### config.mk
export PLATFORM = sky130hd
export DESIGN_NAME = rim_regs
export DESIGN_NICKNAME = d
export VERILOG_FILES = /design/src/rim_pkg.sv /design/src/rim_peak_latch.sv /design/src/rim_regs.sv
export SDC_FILE = /design/constraint.sdc
export NUM_CORES = 1
export LEC_CHECK = 0
export BUFFER_PORTS_ARGS = -buffer_cell sky130_fd_sc_hd__buf_2
export CAP_MARGIN = 20
export CORE_UTILIZATION = 47
export DETAILED_ROUTE_END_ITERATION = 7
export GPL_ROUTABILITY_DRIVEN = 0
export GPL_TIMING_DRIVEN = 0
export PLACE_DENSITY = 0.77
export SETUP_SLACK_MARGIN = 0.05
export SKIP_LAST_GASP = 1
export SYNTH_ARGS = -nofsm -noshare
export SYNTH_HDL_FRONTEND = slang
export SYNTH_SLANG_ARGS = --single-unit
### constraint.sdc
create_clock -name clk_i -period 2.34 [get_ports clk_i]
set_input_delay 0.468 -clock clk_i [delete_from_list [all_inputs] [get_ports clk_i]]
set_output_delay 0.468 -clock clk_i [all_outputs]
set_load 0.01 [all_outputs]
### src/rim_pkg.sv
package rim_pkg;

  // ******************************************************
  // register offsets
  // ******************************************************
  localparam logic [7:0] ADDR_IRQ_MASK = 8'h0d;
  localparam logic [7:0] ADDR_COL_POS = 8'h0e;
  localparam logic [7:0] ADDR_STRENGTH = 8'h0f;
  localparam logic [7:0] ADDR_SPECIAL = 8'h10;

  // ******************************************************
  // reset values
  // ******************************************************
  localparam logic [5:0] MASK_RESET = 6'h3e;
  localparam logic [9:0] COL_POS_RESET = 10'h000;
  localparam logic [5:0] SPECIAL_RESET = 6'h00;
  localparam logic [7:0] RDATA_RESET = 8'h00;

  // ******************************************************
  // interrupt mask fields
  // ******************************************************
  localparam int MASK_COLLISION_POS_BIT9_BIT = 7;
  localparam int MASK_COLLISION_POS_BIT8_BIT = 6;
  localparam int MASK_EN_MSB = 5;

  // ******************************************************
  // strength register fields
  // ******************************************************
  localparam int STR_OSC_BIT = 6;
  localparam int STR_AUX_LSB = 3;
  localparam int STR_MAIN_LSB = 0;
  localparam int STR_W = 3;

  // ******************************************************
  // special function fields
  // ******************************************************
  localparam int SF_PARITY_OFF = 5;
  localparam int SF_SLOT_LONG = 4;
  localparam int SF_RAW_TX = 3;
  localparam int SF_FOUR_BIT_RX = 2;
  localparam int SF_NORMAL_FRAME = 1;
  localparam int SF_COL_SIX = 0;

  // ******************************************************
  // anticollision commands
  // ******************************************************
  localparam logic [7:0] CMD_SEL_CL1 = 8'h93;
  localparam logic [7:0] CMD_SEL_CL2 = 8'h95;
  localparam logic [7:0] CMD_SEL_CL3 = 8'h97;

  // ******************************************************
  // collision pulse thresholds
  // ******************************************************
  localparam logic [3:0] COL_THR_SEVEN = 4'h7;
  localparam logic [3:0] COL_THR_SIX = 4'h6;
  localparam logic [3:0] COL_CNT_MAX = 4'hf;

  // ******************************************************
  // timing
  // ******************************************************
  localparam int CLK_PERIOD_NS = 25;
  localparam int OSC_STABLE_NS = 200000;
  localparam int OSC_STABLE_CYC = OSC_STABLE_NS / CLK_PERIOD_NS;
  localparam int SLOT_SHORT_NS = 18880;
  localparam int SLOT_LONG_NS = 37770;
  localparam int SLOT_SHORT_CYC =
    (SLOT_SHORT_NS + CLK_PERIOD_NS - 1) / CLK_PERIOD_NS;
  localparam int SLOT_LONG_CYC =
    (SLOT_LONG_NS + CLK_PERIOD_NS - 1) / CLK_PERIOD_NS;
  localparam int SLOT_W = 11;
  localparam int OSC_CNT_W = 16;

endpackage

### src/rim_peak_latch.sv
module rim_peak_latch (
  input wire logic clk_i,         // device clock
  input wire logic clear_i,       // synchronous clear, high
  input wire logic sample_i,      // sample strobe, high
  input wire logic [2:0] level_i, // instantaneous level code
  output logic [2:0] peak_o       // held peak code
);

  logic [2:0] peak_r;
  logic [2:0] peak_nxt;

  // ******************************************************
  // peak hold
  // ******************************************************
  always_comb begin
    peak_nxt = peak_r;
    if (clear_i) begin
      peak_nxt = 3'h0;
    end else if (sample_i && (level_i > peak_r)) begin
      peak_nxt = level_i;
    end
  end

  always_ff @(posedge clk_i) begin
    peak_r <= peak_nxt;
  end

  assign peak_o = peak_r;

endmodule

### src/rim_regs.sv
// How it works
// - mask resets to 3e, also enable low
// - upper collision bits clear after mask read
// - mask bits 7,6 hold position bits 9,8
// - enables: fifo,crc,parity,framing,collision,noresponse
// - position byte resets zero, clears on read
// - non type a: position reports error bit
// - strength valid from receive to transmit
// - oscillator stable flag after 200 us
// - aux channel from second input, swappable
// - main strength in bits 2 to 0
// - strength latches peak of envelope
// - strength cleared at next transmit start
// - 3-bit code, seven 4 dB steps
// - amplitude command measures carrier on main channel, aux stays on inputs
// - bit 5 disables type a parity check
// - bit 4 selects long slot grid
// - bit 3 feeds raw bits to encoder
// - bit 2 selects 4-bit receive
// - bit 1 low: broken-byte anticollision framing
// - bit 0 picks 7 or 6 pulses
// - status read clears flags and irq line
// - collision flag when pulses exceed threshold
module rim_regs #(
  parameter int OSC_STABLE_CYCLES = rim_pkg::OSC_STABLE_CYC
) (
  input wire logic clk_i,               // device clock 40 mhz
  input wire logic rstn_i,              // sync reset, low
  input wire logic chip_en_i,           // chip enable, low = defaults
  input wire logic [7:0] addr_i,        // register address
  input wire logic wr_en_i,             // write strobe
  input wire logic rd_en_i,             // read strobe
  input wire logic [7:0] wdata_i,       // write data
  output logic [7:0] rdata_o,           // read data, registered
  input wire logic [5:0] irq_status_i,  // status bits 5..0
  output logic irq_o,                   // interrupt request
  input wire logic type_a_i,            // type a protocol active
  input wire logic col_valid_i,         // collision position strobe
  input wire logic err_valid_i,         // error position strobe
  input wire logic [9:0] pos_i,         // bit position
  input wire logic rx_active_i,         // reception in progress
  input wire logic tx_start_i,          // transmit start pulse
  input wire logic chan_swap_i,         // input swap select
  input wire logic [2:0] primary_receive_input_i,   // level on input 1
  input wire logic [2:0] secondary_receive_input_i, // level on input 2
  input wire logic amp_meas_i,          // carrier amplitude command
  input wire logic [2:0] carrier_level_i, // carrier amplitude code
  output logic osc_ok_o,                // oscillator stable
  output logic type_a_parity_off_o,     // parity check off
  output logic slot_grid_long_o,        // long slot grid
  output logic [10:0] slot_cycles_o,    // slot grid in cycles
  output logic type_a_raw_transmit_o,   // raw transmit mode
  input wire logic fifo_bit_i,          // bit from fifo path
  input wire logic raw_bit_i,           // bit from host stream
  output logic encoder_bit_o,           // bit to encoder
  output logic four_bit_rx_o,           // 4-bit receive mode
  input wire logic [7:0] cmd_byte_i,    // first command byte
  output logic broken_byte_frame_o,     // anticollision framing
  input wire logic subc_pulse_i,        // subcarrier pulse
  input wire logic bit_start_i,         // start of bit period
  output logic collision_det_o          // collision detected pulse
);

  // ******************************************************
  // declarations
  // ******************************************************
  logic clr;
  logic [5:0] mask_r;
  logic [5:0] mask_nxt;
  logic [9:0] pos_r;
  logic [9:0] pos_nxt;
  logic [5:0] sf_r;
  logic [5:0] sf_nxt;
  logic [7:0] rdata_r;
  logic [7:0] rdata_nxt;
  logic irq_r;
  logic irq_nxt;
  logic [15:0] osc_cnt_r;
  logic [15:0] osc_cnt_nxt;
  logic osc_ok_r;
  logic osc_ok_nxt;
  logic [3:0] pcnt_r;
  logic [3:0] pcnt_nxt;
  logic col_det_r;
  logic col_det_nxt;
  logic [3:0] col_thr;
  logic [2:0] main_src;
  logic [2:0] aux_src;
  logic [2:0] main_peak;
  logic [2:0] aux_peak;
  logic str_clr;
  logic [7:0] strength;
  logic rd_mask;
  logic rd_pos;
  logic pos_load;

  assign clr = !rstn_i || !chip_en_i;
  assign rd_mask = rd_en_i && (addr_i == rim_pkg::ADDR_IRQ_MASK);
  assign rd_pos = rd_en_i && (addr_i == rim_pkg::ADDR_COL_POS);
  assign pos_load = col_valid_i || (err_valid_i && !type_a_i);

  // ******************************************************
  // interrupt mask and collision position
  // ******************************************************
  always_comb begin
    mask_nxt = mask_r;
    pos_nxt = pos_r;
    if (clr) begin
      mask_nxt = rim_pkg::MASK_RESET;
      pos_nxt = rim_pkg::COL_POS_RESET;
    end else begin
      if (wr_en_i && (addr_i == rim_pkg::ADDR_IRQ_MASK)) begin
        mask_nxt = wdata_i[rim_pkg::MASK_EN_MSB:0];
      end
      if (rd_mask) begin
        pos_nxt[9:8] = 2'h0;
      end
      if (rd_pos) begin
        pos_nxt[7:0] = 8'h00;
      end
      // a new position wins over a read clear
      if (pos_load) begin
        pos_nxt = pos_i;
      end
    end
  end

  always_ff @(posedge clk_i) begin
    mask_r <= mask_nxt;
    pos_r <= pos_nxt;
  end

  // ******************************************************
  // special functions
  // ******************************************************
  always_comb begin
    sf_nxt = sf_r;
    if (clr) begin
      sf_nxt = rim_pkg::SPECIAL_RESET;
    end else if (wr_en_i && (addr_i == rim_pkg::ADDR_SPECIAL)) begin
      sf_nxt = wdata_i[5:0];
    end
  end

  always_ff @(posedge clk_i) begin
    sf_r <= sf_nxt;
  end

  assign type_a_parity_off_o = sf_r[rim_pkg::SF_PARITY_OFF];
  assign slot_grid_long_o = sf_r[rim_pkg::SF_SLOT_LONG];
  assign slot_cycles_o = sf_r[rim_pkg::SF_SLOT_LONG] ?
    11'(rim_pkg::SLOT_LONG_CYC) : 11'(rim_pkg::SLOT_SHORT_CYC);
  assign type_a_raw_transmit_o = sf_r[rim_pkg::SF_RAW_TX];
  assign encoder_bit_o = sf_r[rim_pkg::SF_RAW_TX] ?
    raw_bit_i : fifo_bit_i;
  assign four_bit_rx_o = sf_r[rim_pkg::SF_FOUR_BIT_RX];
  assign broken_byte_frame_o = !sf_r[rim_pkg::SF_NORMAL_FRAME] &&
    ((cmd_byte_i == rim_pkg::CMD_SEL_CL1) ||
     (cmd_byte_i == rim_pkg::CMD_SEL_CL2) ||
     (cmd_byte_i == rim_pkg::CMD_SEL_CL3));

  // ******************************************************
  // collision pulse counter
  // ******************************************************
  assign col_thr = sf_r[rim_pkg::SF_COL_SIX] ?
    rim_pkg::COL_THR_SIX : rim_pkg::COL_THR_SEVEN;

  always_comb begin
    pcnt_nxt = pcnt_r;
    col_det_nxt = 1'b0;
    if (clr || !type_a_i) begin
      pcnt_nxt = 4'h0;
    end else begin
      if (bit_start_i) begin
        pcnt_nxt = {3'h0, subc_pulse_i};
      end else if (subc_pulse_i && (pcnt_r != rim_pkg::COL_CNT_MAX)) begin
        pcnt_nxt = pcnt_r + 4'h1;
      end
      // one pulse per bit period, on crossing the threshold
      if (subc_pulse_i && !bit_start_i && (pcnt_r == col_thr)) begin
        col_det_nxt = 1'b1;
      end
    end
  end

  always_ff @(posedge clk_i) begin
    pcnt_r <= pcnt_nxt;
    col_det_r <= col_det_nxt;
  end

  assign collision_det_o = col_det_r;

  // ******************************************************
  // signal strength
  // ******************************************************
  assign main_src = amp_meas_i ? carrier_level_i :
    (chan_swap_i ? secondary_receive_input_i
                 : primary_receive_input_i);
  assign aux_src = chan_swap_i ? primary_receive_input_i
                               : secondary_receive_input_i;
  assign str_clr = clr || tx_start_i;

  rim_peak_latch u_main_peak (
    .clk_i(clk_i),
    .clear_i(str_clr),
    .sample_i(rx_active_i || amp_meas_i),
    .level_i(main_src),
    .peak_o(main_peak)
  );

  rim_peak_latch u_aux_peak (
    .clk_i(clk_i),
    .clear_i(str_clr),
    .sample_i(rx_active_i),
    .level_i(aux_src),
    .peak_o(aux_peak)
  );

  // peaks hold until the next transmit start
  always_comb begin
    strength = 8'h00;
    strength[rim_pkg::STR_OSC_BIT] = osc_ok_r;
    strength[rim_pkg::STR_AUX_LSB +: rim_pkg::STR_W] = aux_peak;
    strength[rim_pkg::STR_MAIN_LSB +: rim_pkg::STR_W] = main_peak;
  end

  // ******************************************************
  // oscillator settle timer
  // ******************************************************
  always_comb begin
    osc_cnt_nxt = osc_cnt_r;
    osc_ok_nxt = osc_ok_r;
    if (clr) begin
      osc_cnt_nxt = 16'h0000;
      osc_ok_nxt = 1'b0;
    end else if (!osc_ok_r) begin
      if (osc_cnt_r == 16'(OSC_STABLE_CYCLES - 1)) begin
        osc_ok_nxt = 1'b1;
      end else begin
        osc_cnt_nxt = osc_cnt_r + 16'h0001;
      end
    end
  end

  always_ff @(posedge clk_i) begin
    osc_cnt_r <= osc_cnt_nxt;
    osc_ok_r <= osc_ok_nxt;
  end

  assign osc_ok_o = osc_ok_r;

  // ******************************************************
  // read port
  // ******************************************************
  always_comb begin
    rdata_nxt = rdata_r;
    if (clr) begin
      rdata_nxt = rim_pkg::RDATA_RESET;
    end else if (rd_en_i) begin
      unique case (addr_i)
        rim_pkg::ADDR_IRQ_MASK: begin
          rdata_nxt = {pos_r[9:8], mask_r};
        end
        rim_pkg::ADDR_COL_POS: begin
          rdata_nxt = pos_r[7:0];
        end
        rim_pkg::ADDR_STRENGTH: begin
          rdata_nxt = strength;
        end
        rim_pkg::ADDR_SPECIAL: begin
          rdata_nxt = {2'h0, sf_r};
        end
        default: begin
          rdata_nxt = 8'h00;
        end
      endcase
    end
  end

  always_ff @(posedge clk_i) begin
    rdata_r <= rdata_nxt;
  end

  assign rdata_o = rdata_r;

  // ******************************************************
  // interrupt request
  // ******************************************************
  // the status register outside drops its bits when read,
  // which releases this line one cycle later
  always_comb begin
    irq_nxt = 1'b0;
    if (!clr) begin
      irq_nxt = |(irq_status_i & mask_r);
    end
  end

  always_ff @(posedge clk_i) begin
    irq_r <= irq_nxt;
  end

  assign irq_o = irq_r;

endmodule

==> impl.org <==
** Run
- The tool flagged a number of max-cap violations equal to 0.

** Die
- Row generation in the floorplan step produced 29 rows.
- Pin placement for this block handled 93 I/O pins.
- The core region is 0.00635 mm^2.
- The die is 82.9 um tall.
- Starting utilization of the core area :: 0.485
- Die Footprint :: 0.00688 mm^2
- From left edge to right edge, the die measures 82.9 um.

** Synthesis
- Cells after synthesis :: 376
- Counting flops with a built-in enable in the synthesized netlist gives 0.
- Proportion of synthesized flip-flops having asynchronous set or reset :: 0
- Number of synthesized register bits :: 59
- Commonest register cell after synthesis :: sky130_fd_sc_hd__dfxtp_1
- Most numerous cell in the Yosys netlist :: sky130_fd_sc_hd__dfxtp_1
- The commonest cells after synthesis are sky130_fd_sc_hd__dfxtp_1, sky130_fd_sc_hd__nand2_1, sky130_fd_sc_hd__nand3_1.
- The share of the Yosys chip area taken by registers is 0.384.
- Of the post-synthesis cell area, the dominant cell type holds 0.384.
- Summing every instance area after synthesis gives 0.00308 mm^2.
- In the post-synthesis netlist, the biggest area contributors are sky130_fd_sc_hd__dfxtp_1, sky130_fd_sc_hd__nand2_1, sky130_fd_sc_hd__nand3_1.
- Warning count from the yosys run :: 0
- Summed over all instances, the cell type with the most area after synthesis is sky130_fd_sc_hd__dfxtp_1.
- After synthesis, the netlist uses 50 different library cells.
- Each instance of the synthesized netlist takes up on average 8.19 um^2.

** STA
- Setup violations remaining at the end of the flow were counted as 0.
- Setup repair after global routing left no endpoint under its margin.
- Derived from the worst setup path, the maximum achievable clock frequency is 0.485 GHz.
- Between clock sinks in the finished design, the worst skew comes to 0.0108 ns.
- The number of hold violations in the final report is 0.
- Slew headroom :: 0.474
- Final hold slack :: 0.367 ns
- Number of slew-limit violations in the final report :: 0
- Worst-margin pin slew :: 0.789 ns
- Post-layout minimum cycle time :: 2.06 ns
- After routing, the total negative slack on setup checks comes to 0 ns.
- Dividing the final minimum period by the clock period gives 0.880.

** Power
- Leak :: 1.57 nW
- IR analysis of the VDD net gives a maximum drop of 0.000441 V.
- Total power per unit cell area :: 538 mW/mm^2

** Cells and area
- Compared with the post-synthesis result, the final layout area differs by 22.7%.
- Final layout net count :: 547
- Measured on the finished design, the core utilization comes to 0.595.
- Total inserted antenna cells :: 0
- Of the cells placed in the final design, the portion with a size suffix greater than 1 is 0.278.
- Final design instance area without fill :: 0.00378 mm^2

** Clocking
- TritonCTS created 9 clock buffers.
- # H-tree levels :: 3
- Library cell used as clock root buffer :: sky130_fd_sc_hd__clkbuf_8
- Number of sinks on the clock net :: 59
- Number of gates resized after CTS :: 0
- The number of hold buffers added after CTS was 0.
- Buffers added to address setup during post-CTS repair amount to 0.
- The later pin in the worst-skew pair is clocked with a latency of 0.35 ns.
- In this run the deepest clock path goes through 2 buffers.
- Clock slew at the register clock pins of the worst setup and hold paths :: 0.07 ns
- Clock tree from TritonCTS :: built

** GRT
- Maximum number of pins on one net before global-route repair :: 12
- The first global-routing pass estimated 12600 um of wire.
- Number of antenna violations at the first check in global routing :: 0
- Total global-route track usage :: 0.227
- GRT overflow :: 0
- Number of global-route vias before repair :: 2785

** Drt
- Detailed routing inserted a total of 3017 vias.
- The pre-antenna-repair detailed-routing pass consisted of 4 iterations.
- Antenna Violating Nets Remaining :: 0
- Via density per instance :: 5.43
- In the final routed layout, each cell accounts on average for 13.7 um.
- After detailed routing, the total wire length is 7630 um.
- # DRC :: 0
- The detailed router finished its first iteration with 172 violations.

** Critical path
- Worst Setup Path Type :: in2reg
- Crit path max-delay cell type :: sky130_fd_sc_hd__mux2_2
- Cell type with the highest occurrence count on the critical path :: sky130_fd_sc_hd__mux2_2
- Startpoint kind of the worst setup timing path :: input port
- In this run the worst path has a maximum fanout of 6.
- Total buffers and inverters traversed by the critical path :: 1
- On the worst path, the slowest cell contributes a delay of 0.38 ns.
- Sort of element at the end of the critical path :: flop
- Data arrives at the worst endpoint at 2.29 ns.
- Reg2Reg Setup Slack :: 0.56 ns
- Kind of cell with the highest combined delay on the critical path :: multiplexers
- CP Data Required Time :: 2.57 ns
- The signal on the critical path passes through clkbuf_2, mux2_2, ha_1, nor2b_1, o21ai_0, a21oi_1, mux2_2.

** Outcome
- Run status :: finished clean

** Placed design
- Standard cell area after detailed placement :: 0.00361 mm^2
- Port buffer count :: 84
- Detailed placement ended at an HPWL of 5830 um.

** Worst hold path
- Tightest Hold Check Type :: in2reg
-- through the flow --
step | std cells | power, mW | setup WS, ns
after CTS | 556 | 2.05 | 0.302
after floorplan | 379 | 1.16 | 0.124
final | 556 | 2.03 | 0.280
after global placement | 540 | 1.25 | 0.0355
after global routing | 556 | 2.12 | 0.150
after detailed placement | 540 | 1.26 | -0.0672
-- logic make-up (layout without fill, tap and decap cells) --
| family | Yosys count | in the layout | share of synthesized area |
|---|---|---|---|
| buffers and inverters | 35 | 135 | 0.0594 |
| other | 2 | 5 | 0.00244 |
| multiplexers | 21 | 21 | 0.0732 |
| adder cells (fa/ha/maj) | 8 | 8 | 0.0325 |
| XOR/XNOR | 6 | 6 | 0.0171 |
| AND/OR/NAND/NOR | 172 | 172 | 0.292 |
| AO/OA/AOI/OAI | 73 | 73 | 0.140 |
| flip-flops | 59 | 59 | 0.384 |
-- worst register-to-register path: stages (launching register included) --
cell                      delay (ns)
sky130_fd_sc_hd__dfxtp_1        0.36
sky130_fd_sc_hd__inv_1          0.06
sky130_fd_sc_hd__ha_1           0.29
sky130_fd_sc_hd__nor2b_1        0.15
sky130_fd_sc_hd__o21ai_0        0.09
sky130_fd_sc_hd__a21oi_1        0.35
sky130_fd_sc_hd__mux2_2         0.38
-- sequential cells by signal (all words and copies together), names as in the netlist --
signal              count
osc_cnt_r              16
pos_r                  10
rdata_o                 8
mask_r                  6
sf_r                    6
pcnt_r                  4
u_aux_peak.peak_o       3
u_main_peak.peak_o      3
collision_det_o         1
irq_o                   1
osc_ok_o                1
-- power by group --
part	internal [mW]	switching [mW]
registers	1.02	0.00718
clock network	0.376	0.419
logic	0.0981	0.115
-- cells in the final DEF, fill, tap and decap left out, drive strengths merged, types with 4 or more instances in the layout --
cell / instances
buf: 100
dfxtp: 59
nand2: 57
nand3: 41
a21oi: 30
o21ai: 23
nor2: 22
clkbuf: 18
mux2: 12
inv: 10
mux2i: 9
ha: 8
nor2b: 6
nand4: 6
or3: 6
a222oi: 6
and2: 6
conb: 5
nor3: 4
xor2: 4
clkinvlp: 4
nor4: 4
-- final timing paths --
path / startpoint / endpoint / cells past startpoint
worst max register to register: u_aux_peak.peak_o[1] / u_aux_peak.peak_o[0] / 6
worst max-delay path: chan_swap_i / u_aux_peak.peak_o[0] / 7
worst min-delay path: wdata_i[5] / mask_r[5] / 3
worst min register to register: rdata_o[0] / rdata_o[0] / 2
-- layer usage --
metal  share of wire  vias to the layer above  global-route usage  routed length [um]
li1                -                     1529                   -                   -
met1            0.45                     1389               0.278                3420
met2            0.48                       89               0.390                3690
met3           0.056                       10              0.0616                 430
met4           0.012                        0              0.0627                  93
met5               0                        -                   0                   0
-- area by class of cell --
type                            count  area (um^2)
Buffer                             25          146
Tap cell                           77         96.3
Clock inverter                      7         45.0
Fill cell                         579         2570
Timing Repair Buffer               84          420
Sequential cell                    59         1180
Clock buffer                        9          124
Multi-Input combinational cell    285         1730
Inverter                           10         37.5
No activity file was read; power rests on OpenSTA's default activity.
